==> src/shared/perfmon_event_map.svh <==
// Field positions, event codes and register offsets for event selection
`ifndef PERFMON_EVENT_MAP_SVH
`define PERFMON_EVENT_MAP_SVH
`define SEL_HI 31
`define SEL_LO 25
`define SEL_NARROW_HI 30
`define MASK_HI 24
`define MASK_LO 9
`define CFG_HI 15
`define CFG_LO 13
`define EV_PACKED64 7'h02
`define EV_PACKED128 7'h1a
`define EV_STACK_FP 7'h04
`define EV_TRACE_MISC 7'h06
`define EV_POWER 7'h13
`define EV_ROM_SWITCH 7'h05
`define EV_UOP_QUEUE 7'h09
`define EV_MISPRED_BR 7'h05
`define EV_ALL_BR 7'h04
`define EV_ALLOC_STALL 7'h01
`define EV_WC_BUF 7'h05
`define EV_B2B 7'h16
`define EV_BNR 7'h08
`define EV_SNOOP 7'h06
`define EV_RESP 7'h04
`define CFG_FP 3'h1
`define CFG_BRANCH 3'h2
`define CFG_BUS 3'h3
`define CFG_WC 3'h5
`define CFG_POWER 3'h6
`define CFG_SEQ 3'h0
`define CFG_ALLOC 3'h1
`define CFG_TRACE 3'h1
`define MB_ALL 15
`define MB_FLUSH 4
`define MB_STORE_BUF 5
`define MB_BUS_B2B 16'h007e
`define MB_BUS_BNR 16'h0007
`define MB_BUS_SNOOP 16'h00c4
`define MB_BUS_RESP 16'h0306
`define ADDR_SELECT 4'h0
`define ADDR_CONFIG 4'h1
`define ADDR_GROUP 4'h2
`define ADDR_COUNT 4'h3
`define RST_SELECT 32'h0000_0000
`define RST_CONFIG 32'h0000_0000
`endif

==> src/shared/perfmon_event_pkg.sv <==
// Types for the event selection block
package perfmon_event_pkg;
	typedef enum logic [2:0] {
		GRP_FP,
		GRP_TRACE,
		GRP_SEQ,
		GRP_BRANCH,
		GRP_ALLOC,
		GRP_WC,
		GRP_BUS
	} group_e;
	typedef struct packed {
		logic [31:0] sel_ctl;
		logic [31:0] cfg_ctl;
		logic [2:0] group;
		logic [31:0] count;
		logic [31:0] rdata;
		logic [2:0] inc;
	} state_s;
endpackage

==> src/perfmon_event_select.sv <==
// Event selection and counting for one non-retirement performance counter
//
// Decided for this implementation: the register offsets and the strobed register port.
`timescale 1ns/1ps
`include "perfmon_event_map.svh"

// Summary of operation
// - Select 02h with mask bit 15 counts each 64-bit packed integer op.
// - Select 1Ah with mask bit 15 counts each 128-bit integer op.
// - Every qualifying op of an instruction adds one count.
// - Select 04h bit 15 counts stack FP ops, not loads, stores, moves.
// - FP op events need config select 01h; counters 8-11 served.
// - Select 06h bit 4 counts trace cache flushes, two per flush.
// - Select 13h bit 0 config 06h counts every non-stopped cycle.
// - Select 05h bit 0 config 0 counts trace-to-ROM delivery switches.
// - Select 09h counts queue writes by build, deliver, ROM bits.
// - Select 05h config 02h counts mispredicted branches by type.
// - Select 04h counts all branches; bit 2 covers any call.
// - Conditional branches may recount during rebuilds or clears.
// - Select 01h bit 5 counts stalls for lack of store buffers.
// - Select 05h config 05h counts evictions: any, or no free buffer.
// - Select 16h config 03h counts back-to-back bus cycles, bits 1-6.
// - Select 08h config 03h counts bus-not-ready, bits 0-2.
// - Select 06h config 03h counts snoop hit-modified, bits 2,6,7.
// - Select 04h config 03h counts bus responses, bits 1,2,8,9.
// - Event mask sits in bits 24:9; each bit enables one sub-event.
module perfmon_event_select (
	input wire logic clock_i,
	input wire logic rst_b_i,
	input wire logic [3:0] addr_i,
	input wire logic [31:0] wdata_i,
	input wire logic wr_i,
	input wire logic rd_i,
	output logic [31:0] rdata_o,
	output logic [31:0] count_o,
	input wire logic [1:0] packed64_ops_i,
	input wire logic [1:0] packed128_ops_i,
	input wire logic [1:0] stack_fp_ops_i,
	input wire logic stack_fp_ldst_move_i,
	input wire logic trace_flush_i,
	input wire logic not_stopped_i,
	input wire logic rom_switch_i,
	input wire logic [2:0] queue_write_src_i,
	input wire logic [4:1] br_retire_type_i,
	input wire logic br_direct_call_i,
	input wire logic br_mispred_i,
	input wire logic store_buf_stall_i,
	input wire logic [1:0] wc_evict_i,
	input wire logic [15:0] bus_cond_i
);
	perfmon_event_pkg::state_s state_reg;
	perfmon_event_pkg::state_s state_next;
	logic [6:0] sel_code;
	logic [6:0] sel_narrow;
	logic [15:0] mask;
	logic [2:0] cfg;
	logic [2:0] inc;
	logic [1:0] fp_ops;

	// Configuration select matches
	logic cfg_fp_ok;
	logic cfg_trace_ok;
	logic cfg_seq_ok;
	logic cfg_branch_ok;
	logic cfg_alloc_ok;
	logic cfg_wc_ok;
	logic cfg_bus_ok;
	logic cfg_power_ok;

	// Sub-event matches against the event mask
	logic [15:0] bus_hit;
	logic [3:0] br_type_hit;
	logic [2:0] queue_hit;
	logic [1:0] wc_hit;
	logic b2b_any;
	logic bnr_any;
	logic snoop_any;
	logic resp_any;

	// Per-group increments before the group select
	logic [2:0] inc_fp;
	logic [2:0] inc_trace;
	logic [2:0] inc_seq;
	logic [2:0] inc_branch;
	logic [2:0] inc_alloc;
	logic [2:0] inc_wc;
	logic [2:0] inc_bus;

	// Field extraction from the control words
	assign sel_code = state_reg.sel_ctl[`SEL_HI:`SEL_LO];
	assign sel_narrow = {1'b0, state_reg.sel_ctl[`SEL_NARROW_HI:`SEL_LO]};
	assign mask = state_reg.sel_ctl[`MASK_HI:`MASK_LO];
	assign cfg = state_reg.cfg_ctl[`CFG_HI:`CFG_LO];

	// Stack FP ops minus the excluded data movement op
	always_comb begin
		fp_ops = stack_fp_ops_i;
		if (stack_fp_ldst_move_i && fp_ops != 2'h0) begin
			fp_ops = fp_ops - 2'h1;
		end
	end

	// Configuration select checks per event group
	assign cfg_fp_ok = (cfg == `CFG_FP);
	assign cfg_trace_ok = (cfg == `CFG_TRACE);
	assign cfg_seq_ok = (cfg == `CFG_SEQ);
	assign cfg_branch_ok = (cfg == `CFG_BRANCH);
	assign cfg_alloc_ok = (cfg == `CFG_ALLOC);
	assign cfg_wc_ok = (cfg == `CFG_WC);
	assign cfg_bus_ok = (cfg == `CFG_BUS);
	assign cfg_power_ok = (cfg == `CFG_POWER);

	// Per-bit match of bus conditions against the event mask
	for (genvar b = 0; b < 16; b++) begin : g_bus_bit
		assign bus_hit[b] = mask[b] & bus_cond_i[b];
	end

	// Sub-event matches for branch, queue and eviction sources
	assign br_type_hit = mask[4:1] & br_retire_type_i;
	assign queue_hit = mask[2:0] & queue_write_src_i;
	assign wc_hit = mask[1:0] & wc_evict_i;

	// Bus sub-events limited to the bits each event defines
	assign b2b_any = |(bus_hit & `MB_BUS_B2B);
	assign bnr_any = |(bus_hit & `MB_BUS_BNR);
	assign snoop_any = |(bus_hit & `MB_BUS_SNOOP);
	assign resp_any = |(bus_hit & `MB_BUS_RESP);

	// Floating point group: one count per qualifying op
	always_comb begin
		inc_fp = 3'h0;
		if (cfg_fp_ok && mask[`MB_ALL]) begin
			case (sel_code)
			`EV_PACKED64: inc_fp = {1'b0, packed64_ops_i};
			`EV_PACKED128: inc_fp = {1'b0, packed128_ops_i};
			`EV_STACK_FP: inc_fp = {1'b0, fp_ops};
			default: inc_fp = 3'h0;
			endcase
		end
	end

	// Trace cache group: each flush adds two
	always_comb begin
		inc_trace = 3'h0;
		if (cfg_trace_ok && sel_code == `EV_TRACE_MISC &&
			mask[`MB_FLUSH] && trace_flush_i) begin
			inc_trace = 3'h2;
		end
	end

	// Sequencer group: ROM switches and queue writes
	always_comb begin
		inc_seq = 3'h0;
		if (cfg_seq_ok && sel_code == `EV_ROM_SWITCH) begin
			inc_seq = {2'h0, mask[0] & rom_switch_i};
		end else if (cfg_seq_ok && sel_code == `EV_UOP_QUEUE) begin
			inc_seq = {2'h0, queue_hit != 3'h0};
		end
	end

	// Branch group: retiring branches by type, at most one per cycle
	always_comb begin
		inc_branch = 3'h0;
		if (cfg_branch_ok && sel_narrow == `EV_MISPRED_BR) begin
			if (br_mispred_i && br_type_hit != 4'h0) begin
				inc_branch = 3'h1;
			end
		end else if (cfg_branch_ok && sel_narrow == `EV_ALL_BR) begin
			if (br_type_hit != 4'h0 || (mask[2] && br_direct_call_i)) begin
				inc_branch = 3'h1;
			end
		end
	end

	// Allocator group: stalls for lack of store buffers
	always_comb begin
		inc_alloc = 3'h0;
		if (cfg_alloc_ok && sel_narrow == `EV_ALLOC_STALL &&
			mask[`MB_STORE_BUF] && store_buf_stall_i) begin
			inc_alloc = 3'h1;
		end
	end

	// Write-combining group: evictions by cause
	always_comb begin
		inc_wc = 3'h0;
		if (cfg_wc_ok && sel_narrow == `EV_WC_BUF && wc_hit != 2'h0) begin
			inc_wc = 3'h1;
		end
	end

	// Bus group: running cycles and bus sub-events
	always_comb begin
		inc_bus = 3'h0;
		if (cfg_power_ok && sel_code == `EV_POWER) begin
			inc_bus = {2'h0, mask[0] & not_stopped_i};
		end else if (cfg_bus_ok) begin
			case (sel_narrow)
			`EV_B2B: inc_bus = {2'h0, b2b_any};
			`EV_BNR: inc_bus = {2'h0, bnr_any};
			`EV_SNOOP: inc_bus = {2'h0, snoop_any};
			`EV_RESP: inc_bus = {2'h0, resp_any};
			default: inc_bus = 3'h0;
			endcase
		end
	end

	// Only the programmed group may reach the counter
	always_comb begin
		case (state_reg.group)
		perfmon_event_pkg::GRP_FP: begin
			inc = inc_fp;
		end
		perfmon_event_pkg::GRP_TRACE: begin
			inc = inc_trace;
		end
		perfmon_event_pkg::GRP_SEQ: begin
			inc = inc_seq;
		end
		perfmon_event_pkg::GRP_BRANCH: begin
			inc = inc_branch;
		end
		perfmon_event_pkg::GRP_ALLOC: begin
			inc = inc_alloc;
		end
		perfmon_event_pkg::GRP_WC: begin
			inc = inc_wc;
		end
		perfmon_event_pkg::GRP_BUS: begin
			inc = inc_bus;
		end
		default: begin
			inc = 3'h0;
		end
		endcase
	end

	// Register access, counting and read data
	always_comb begin
		state_next = state_reg;
		state_next.inc = inc;
		state_next.count = state_reg.count + {29'h0, state_reg.inc};
		if (wr_i) begin
			case (addr_i)
			`ADDR_SELECT: state_next.sel_ctl = wdata_i;
			`ADDR_CONFIG: state_next.cfg_ctl = wdata_i;
			`ADDR_GROUP: begin
				state_next.group = perfmon_event_pkg::group_e'(wdata_i[2:0]);
			end
			`ADDR_COUNT: state_next.count = wdata_i;
			default: state_next.sel_ctl = state_reg.sel_ctl;
			endcase
		end
		state_next.rdata = 32'h0;
		if (rd_i) begin
			case (addr_i)
			`ADDR_SELECT: state_next.rdata = state_reg.sel_ctl;
			`ADDR_CONFIG: state_next.rdata = state_reg.cfg_ctl;
			`ADDR_GROUP: state_next.rdata = {29'h0, state_reg.group};
			`ADDR_COUNT: state_next.rdata = state_reg.count;
			default: state_next.rdata = 32'h0;
			endcase
		end
	end

	// State register with synchronous reset
	always_ff @(posedge clock_i) begin
		if (!rst_b_i) begin
			state_reg <= '{sel_ctl: `RST_SELECT, cfg_ctl: `RST_CONFIG,
				group: 3'h0, count: 32'h0, rdata: 32'h0, inc: 3'h0};
		end else begin
			state_reg <= state_next;
		end
	end

	// Outputs straight from flip-flops
	assign rdata_o = state_reg.rdata;
	assign count_o = state_reg.count;
endmodule

==> config.mk <==
export PLATFORM = sky130hd
export DESIGN_NAME = perfmon_event_select
export DESIGN_NICKNAME = d
export VERILOG_FILES = /design/src/shared/perfmon_event_pkg.sv /design/src/perfmon_event_select.sv
export VERILOG_INCLUDE_DIRS = /design/src /design/src/shared
export SDC_FILE = /design/constraint.sdc
export NUM_CORES = 1
export LEC_CHECK = 0
export BUFFER_PORTS_ARGS = -buffer_cell sky130_fd_sc_hd__buf_2
export CAP_MARGIN = 10
export CORE_MARGIN = 1.5
export CORE_UTILIZATION = 25
export DETAILED_ROUTE_END_ITERATION = 10
export PLACE_DENSITY = 0.46
export SYNTH_ARGS = -nofsm -noshare
export SYNTH_HDL_FRONTEND = slang
export SYNTH_SLANG_ARGS = --single-unit
==> constraint.sdc <==
create_clock -name clock_i -period 2.6 [get_ports clock_i]
set_input_delay 0.26 -clock clock_i [delete_from_list [all_inputs] [get_ports clock_i]]
set_output_delay 0.26 -clock clock_i [all_outputs]
set_load 0.005 [all_outputs]
==> reports/results.tsv <==
metric	value	unit
port_buffers	135	
cts_num_sinks	133	
grt_pass1_vias	5479	
synth_top_family_by_area	simple AND/OR/NAND/NOR gates	
grt_max_degree	46	
ir_drop	0.332	mV
antenna_found_initial	2	
ant_nets	0	
synthFlopType	dfxtp_1	
dieArea	0.0259	mm²
yosys_warnings	0	
synthTopCellsByCount	nand2_1, dfxtp_1, a21oi_1, buf_4, nor2_1	
synth_sequential_area_ratio	0.427	
instances_no_fill	1156	
fin_crit_sh	0.923	
root_buffer	clkbuf_16	
cts_hold_buf	0	
place.gp.congestion	0.791	
cts_buffer_depth	2	
insertion_delay	0.43	ns
die_y	161	µm
r2r_start	count_o[1]	
hold_class	input pin to flip-flop	
syn_area	0.00623	mm²
slew_headroom	0.575	
grt_use_total	0.165	
coreArea	0.0244	mm²
placed_area	0.00683	mm²
syn_nets	840	
postCtsSetupRepairBufs	0	
synthMuxAreaShare	0.00181	
start_util	0.256	
worst_hold_startpoint	wdata_i[24]	
status	finished, final reports clean	
synth_most_common_cell	nand2_1	
vias	5607	
rows	57	
cp_slowest_stage_delay	0.48	ns
yosysTopAreaCell	dfxtp_1	
min_to	state_reg[94]	
syn_avg_cell_area	8.22	µm²
yosysUniqueCellTypes	51	
critPathSlowestCell	fa_1	
cp.arrival	2.76	ns
path_cells	inv_1, fa_1, and4b_1, and4_1, nand3_4, or3_1, a31oi_1	
cts.reportedPaths.clkPinSlew	0.07	ns
crit_type	flip-flop to flip-flop	
final-seq-area	0.00266	mm²
drc	0	
min_path_cells	3	
synth_seq_cells	133	
synthAdderAreaFrac	0.00923	
multi_input_area	0.00286	mm²
period_needed	2.40	ns
rsz0062_at_grt	false	
pre_cts_ws	0.189	ns
worstRegToRegCells	7	
worst_hold_slack	0.0807	ns
fillerInstances	2653	
yosys.area_share.simple	0.215	
reg2reg_setup_slack	0.20	ns
largest_reg_flops	43	
grt-ovfl-total	0	
worstSetupStartpointType	flip-flop	
crit_fanout	6	
slew_violations	0	
totalWireLength	21200	µm
hold_viol_final	0	
htree_levels	4	
finalClockSkew	0.0119	ns
via_per_inst	4.85	
synth_compound_area_frac	0.187	
async_reset_ff_frac	0	
cts_tree	done	
synth_edf_count	0	
cp-end-kind	flip-flop	
final_area	0.00745	mm²
synth_cells	758	
die_w	161	µm
p_per_area	656	mW/mm²
timing.rr.end	count_o[30]	
synth_top_area_frac	0.427	
drive_gt1_frac	0.241	
area_growth	19.5	%
ioPinCount	142	
dpl.hpwl	14500	µm
synth.area.top_cells	dfxtp_1, nand2_1, buf_4, a21oi_1, a222oi_1	
setup_tns	0	ns
required	2.96	ns
maxCapViolations	0	
grt_first_pass_wirelength	32400	µm
place_inst	1123	
fin_nets	900	
fmax	0.416	GHz
p_leak	2.73	nW
cts-buffers-inserted	17	
final.setup.worst_slack	0.199	ns
post_cts_resized	0	
synth_xor_area_frac	0.0422	
setup-violations-final	0	
worst-slew-pin-transition	0.638	ns
drtPass1Iterations	7	
drt_iter0_drc	456	
wire_per_inst	18.3	µm
routing by layer:
layer	GRT usage	up-vias	wire, µm
li1	-	2736	-
met1	0.205	2692	9370
met2	0.280	155	10400
met3	0.0372	24	1060
met4	0.0572	0	312
met5	0	-	0
logic make-up after synthesis:
group | Yosys count
AO/OA/AOI/OAI | 181
XOR/XNOR | 30
adder cells (fa/ha/maj) | 4
buffers and inverters | 125
flip-flops | 133
multiplexers | 1
AND/OR/NAND/NOR | 284
worst max-delay path by stage:
stage,startpoint,slack (ns),cells past startpoint,to
2_1_floorplan,count_o[0],0.38,9,count_o[30]
3_3_place_gp,count_o[0],0.21,8,count_o[30]
3_5_place_dp,count_o[0],0.19,8,count_o[30]
4_1_cts,count_o[0],0.17,8,count_o[30]
5_1_grt,count_o[0],0.05,9,count_o[18]
6_report,count_o[1],0.20,7,count_o[30]
metrics by stage:
step	total power [W]	utilization
2_1_floorplan	0.00224	-
6_report	0.00489	0.305
3_5_place_dp	0.00239	0.280
5_1_grt	0.00507	0.305
4_1_cts	0.00495	0.305
3_3_place_gp	0.00239	0.280
cell type report:
type / instances / area share
antenna: 1 / 0.000336
sequential: 133 / 0.357
tap: 324 / 0.0544
multi-input combinational: 500 / 0.384
inverter: 6 / 0.00302
timing repair buffer: 160 / 0.118
clock inverter: 11 / 0.0200
clock buffer: 21 / 0.0632
critical path: cells and delay by family, from the launching register on:
kind | cells | cell delay [ns]
buf+inv | 1 | 0.09
compound gates | 1 | 0.15
flops | 1 | 0.40
simple gates | 4 | 1.22
fa+ha+maj | 1 | 0.48
cell usage in the layout (no fill, tap or decap), types with 5 or more instances in the layout:
master and n:
nand2_1 147, inv_1 5, nand4_1 13, a22oi_1 13, buf_4 24, dfxtp_1 133
xor2_1 21, clkinvlp_4 6, and4_1 5, nand3_1 18, a222oi_1 32, a211oi_1 15
clkbuf_16 17, a21oi_1 91, nor2_1 51, o21ai_0 18, xnor2_1 9, and3_1 11
buf_2 135
report_power, final:
| part | internal (W) | switching [W] | leakage, nW | total [W] |
|---|---|---|---|---|
| combinational | 0.0000929 | 0.000153 | 1.37 | 0.000246 |
| clock | 0.00158 | 0.000960 | 0.284 | 0.00254 |
| sequential | 0.00206 | 0.0000320 | 1.07 | 0.00209 |
| total | 0.00374 | 0.00115 | 2.73 | 0.00489 |
Power figures use the tool's default switching activity.
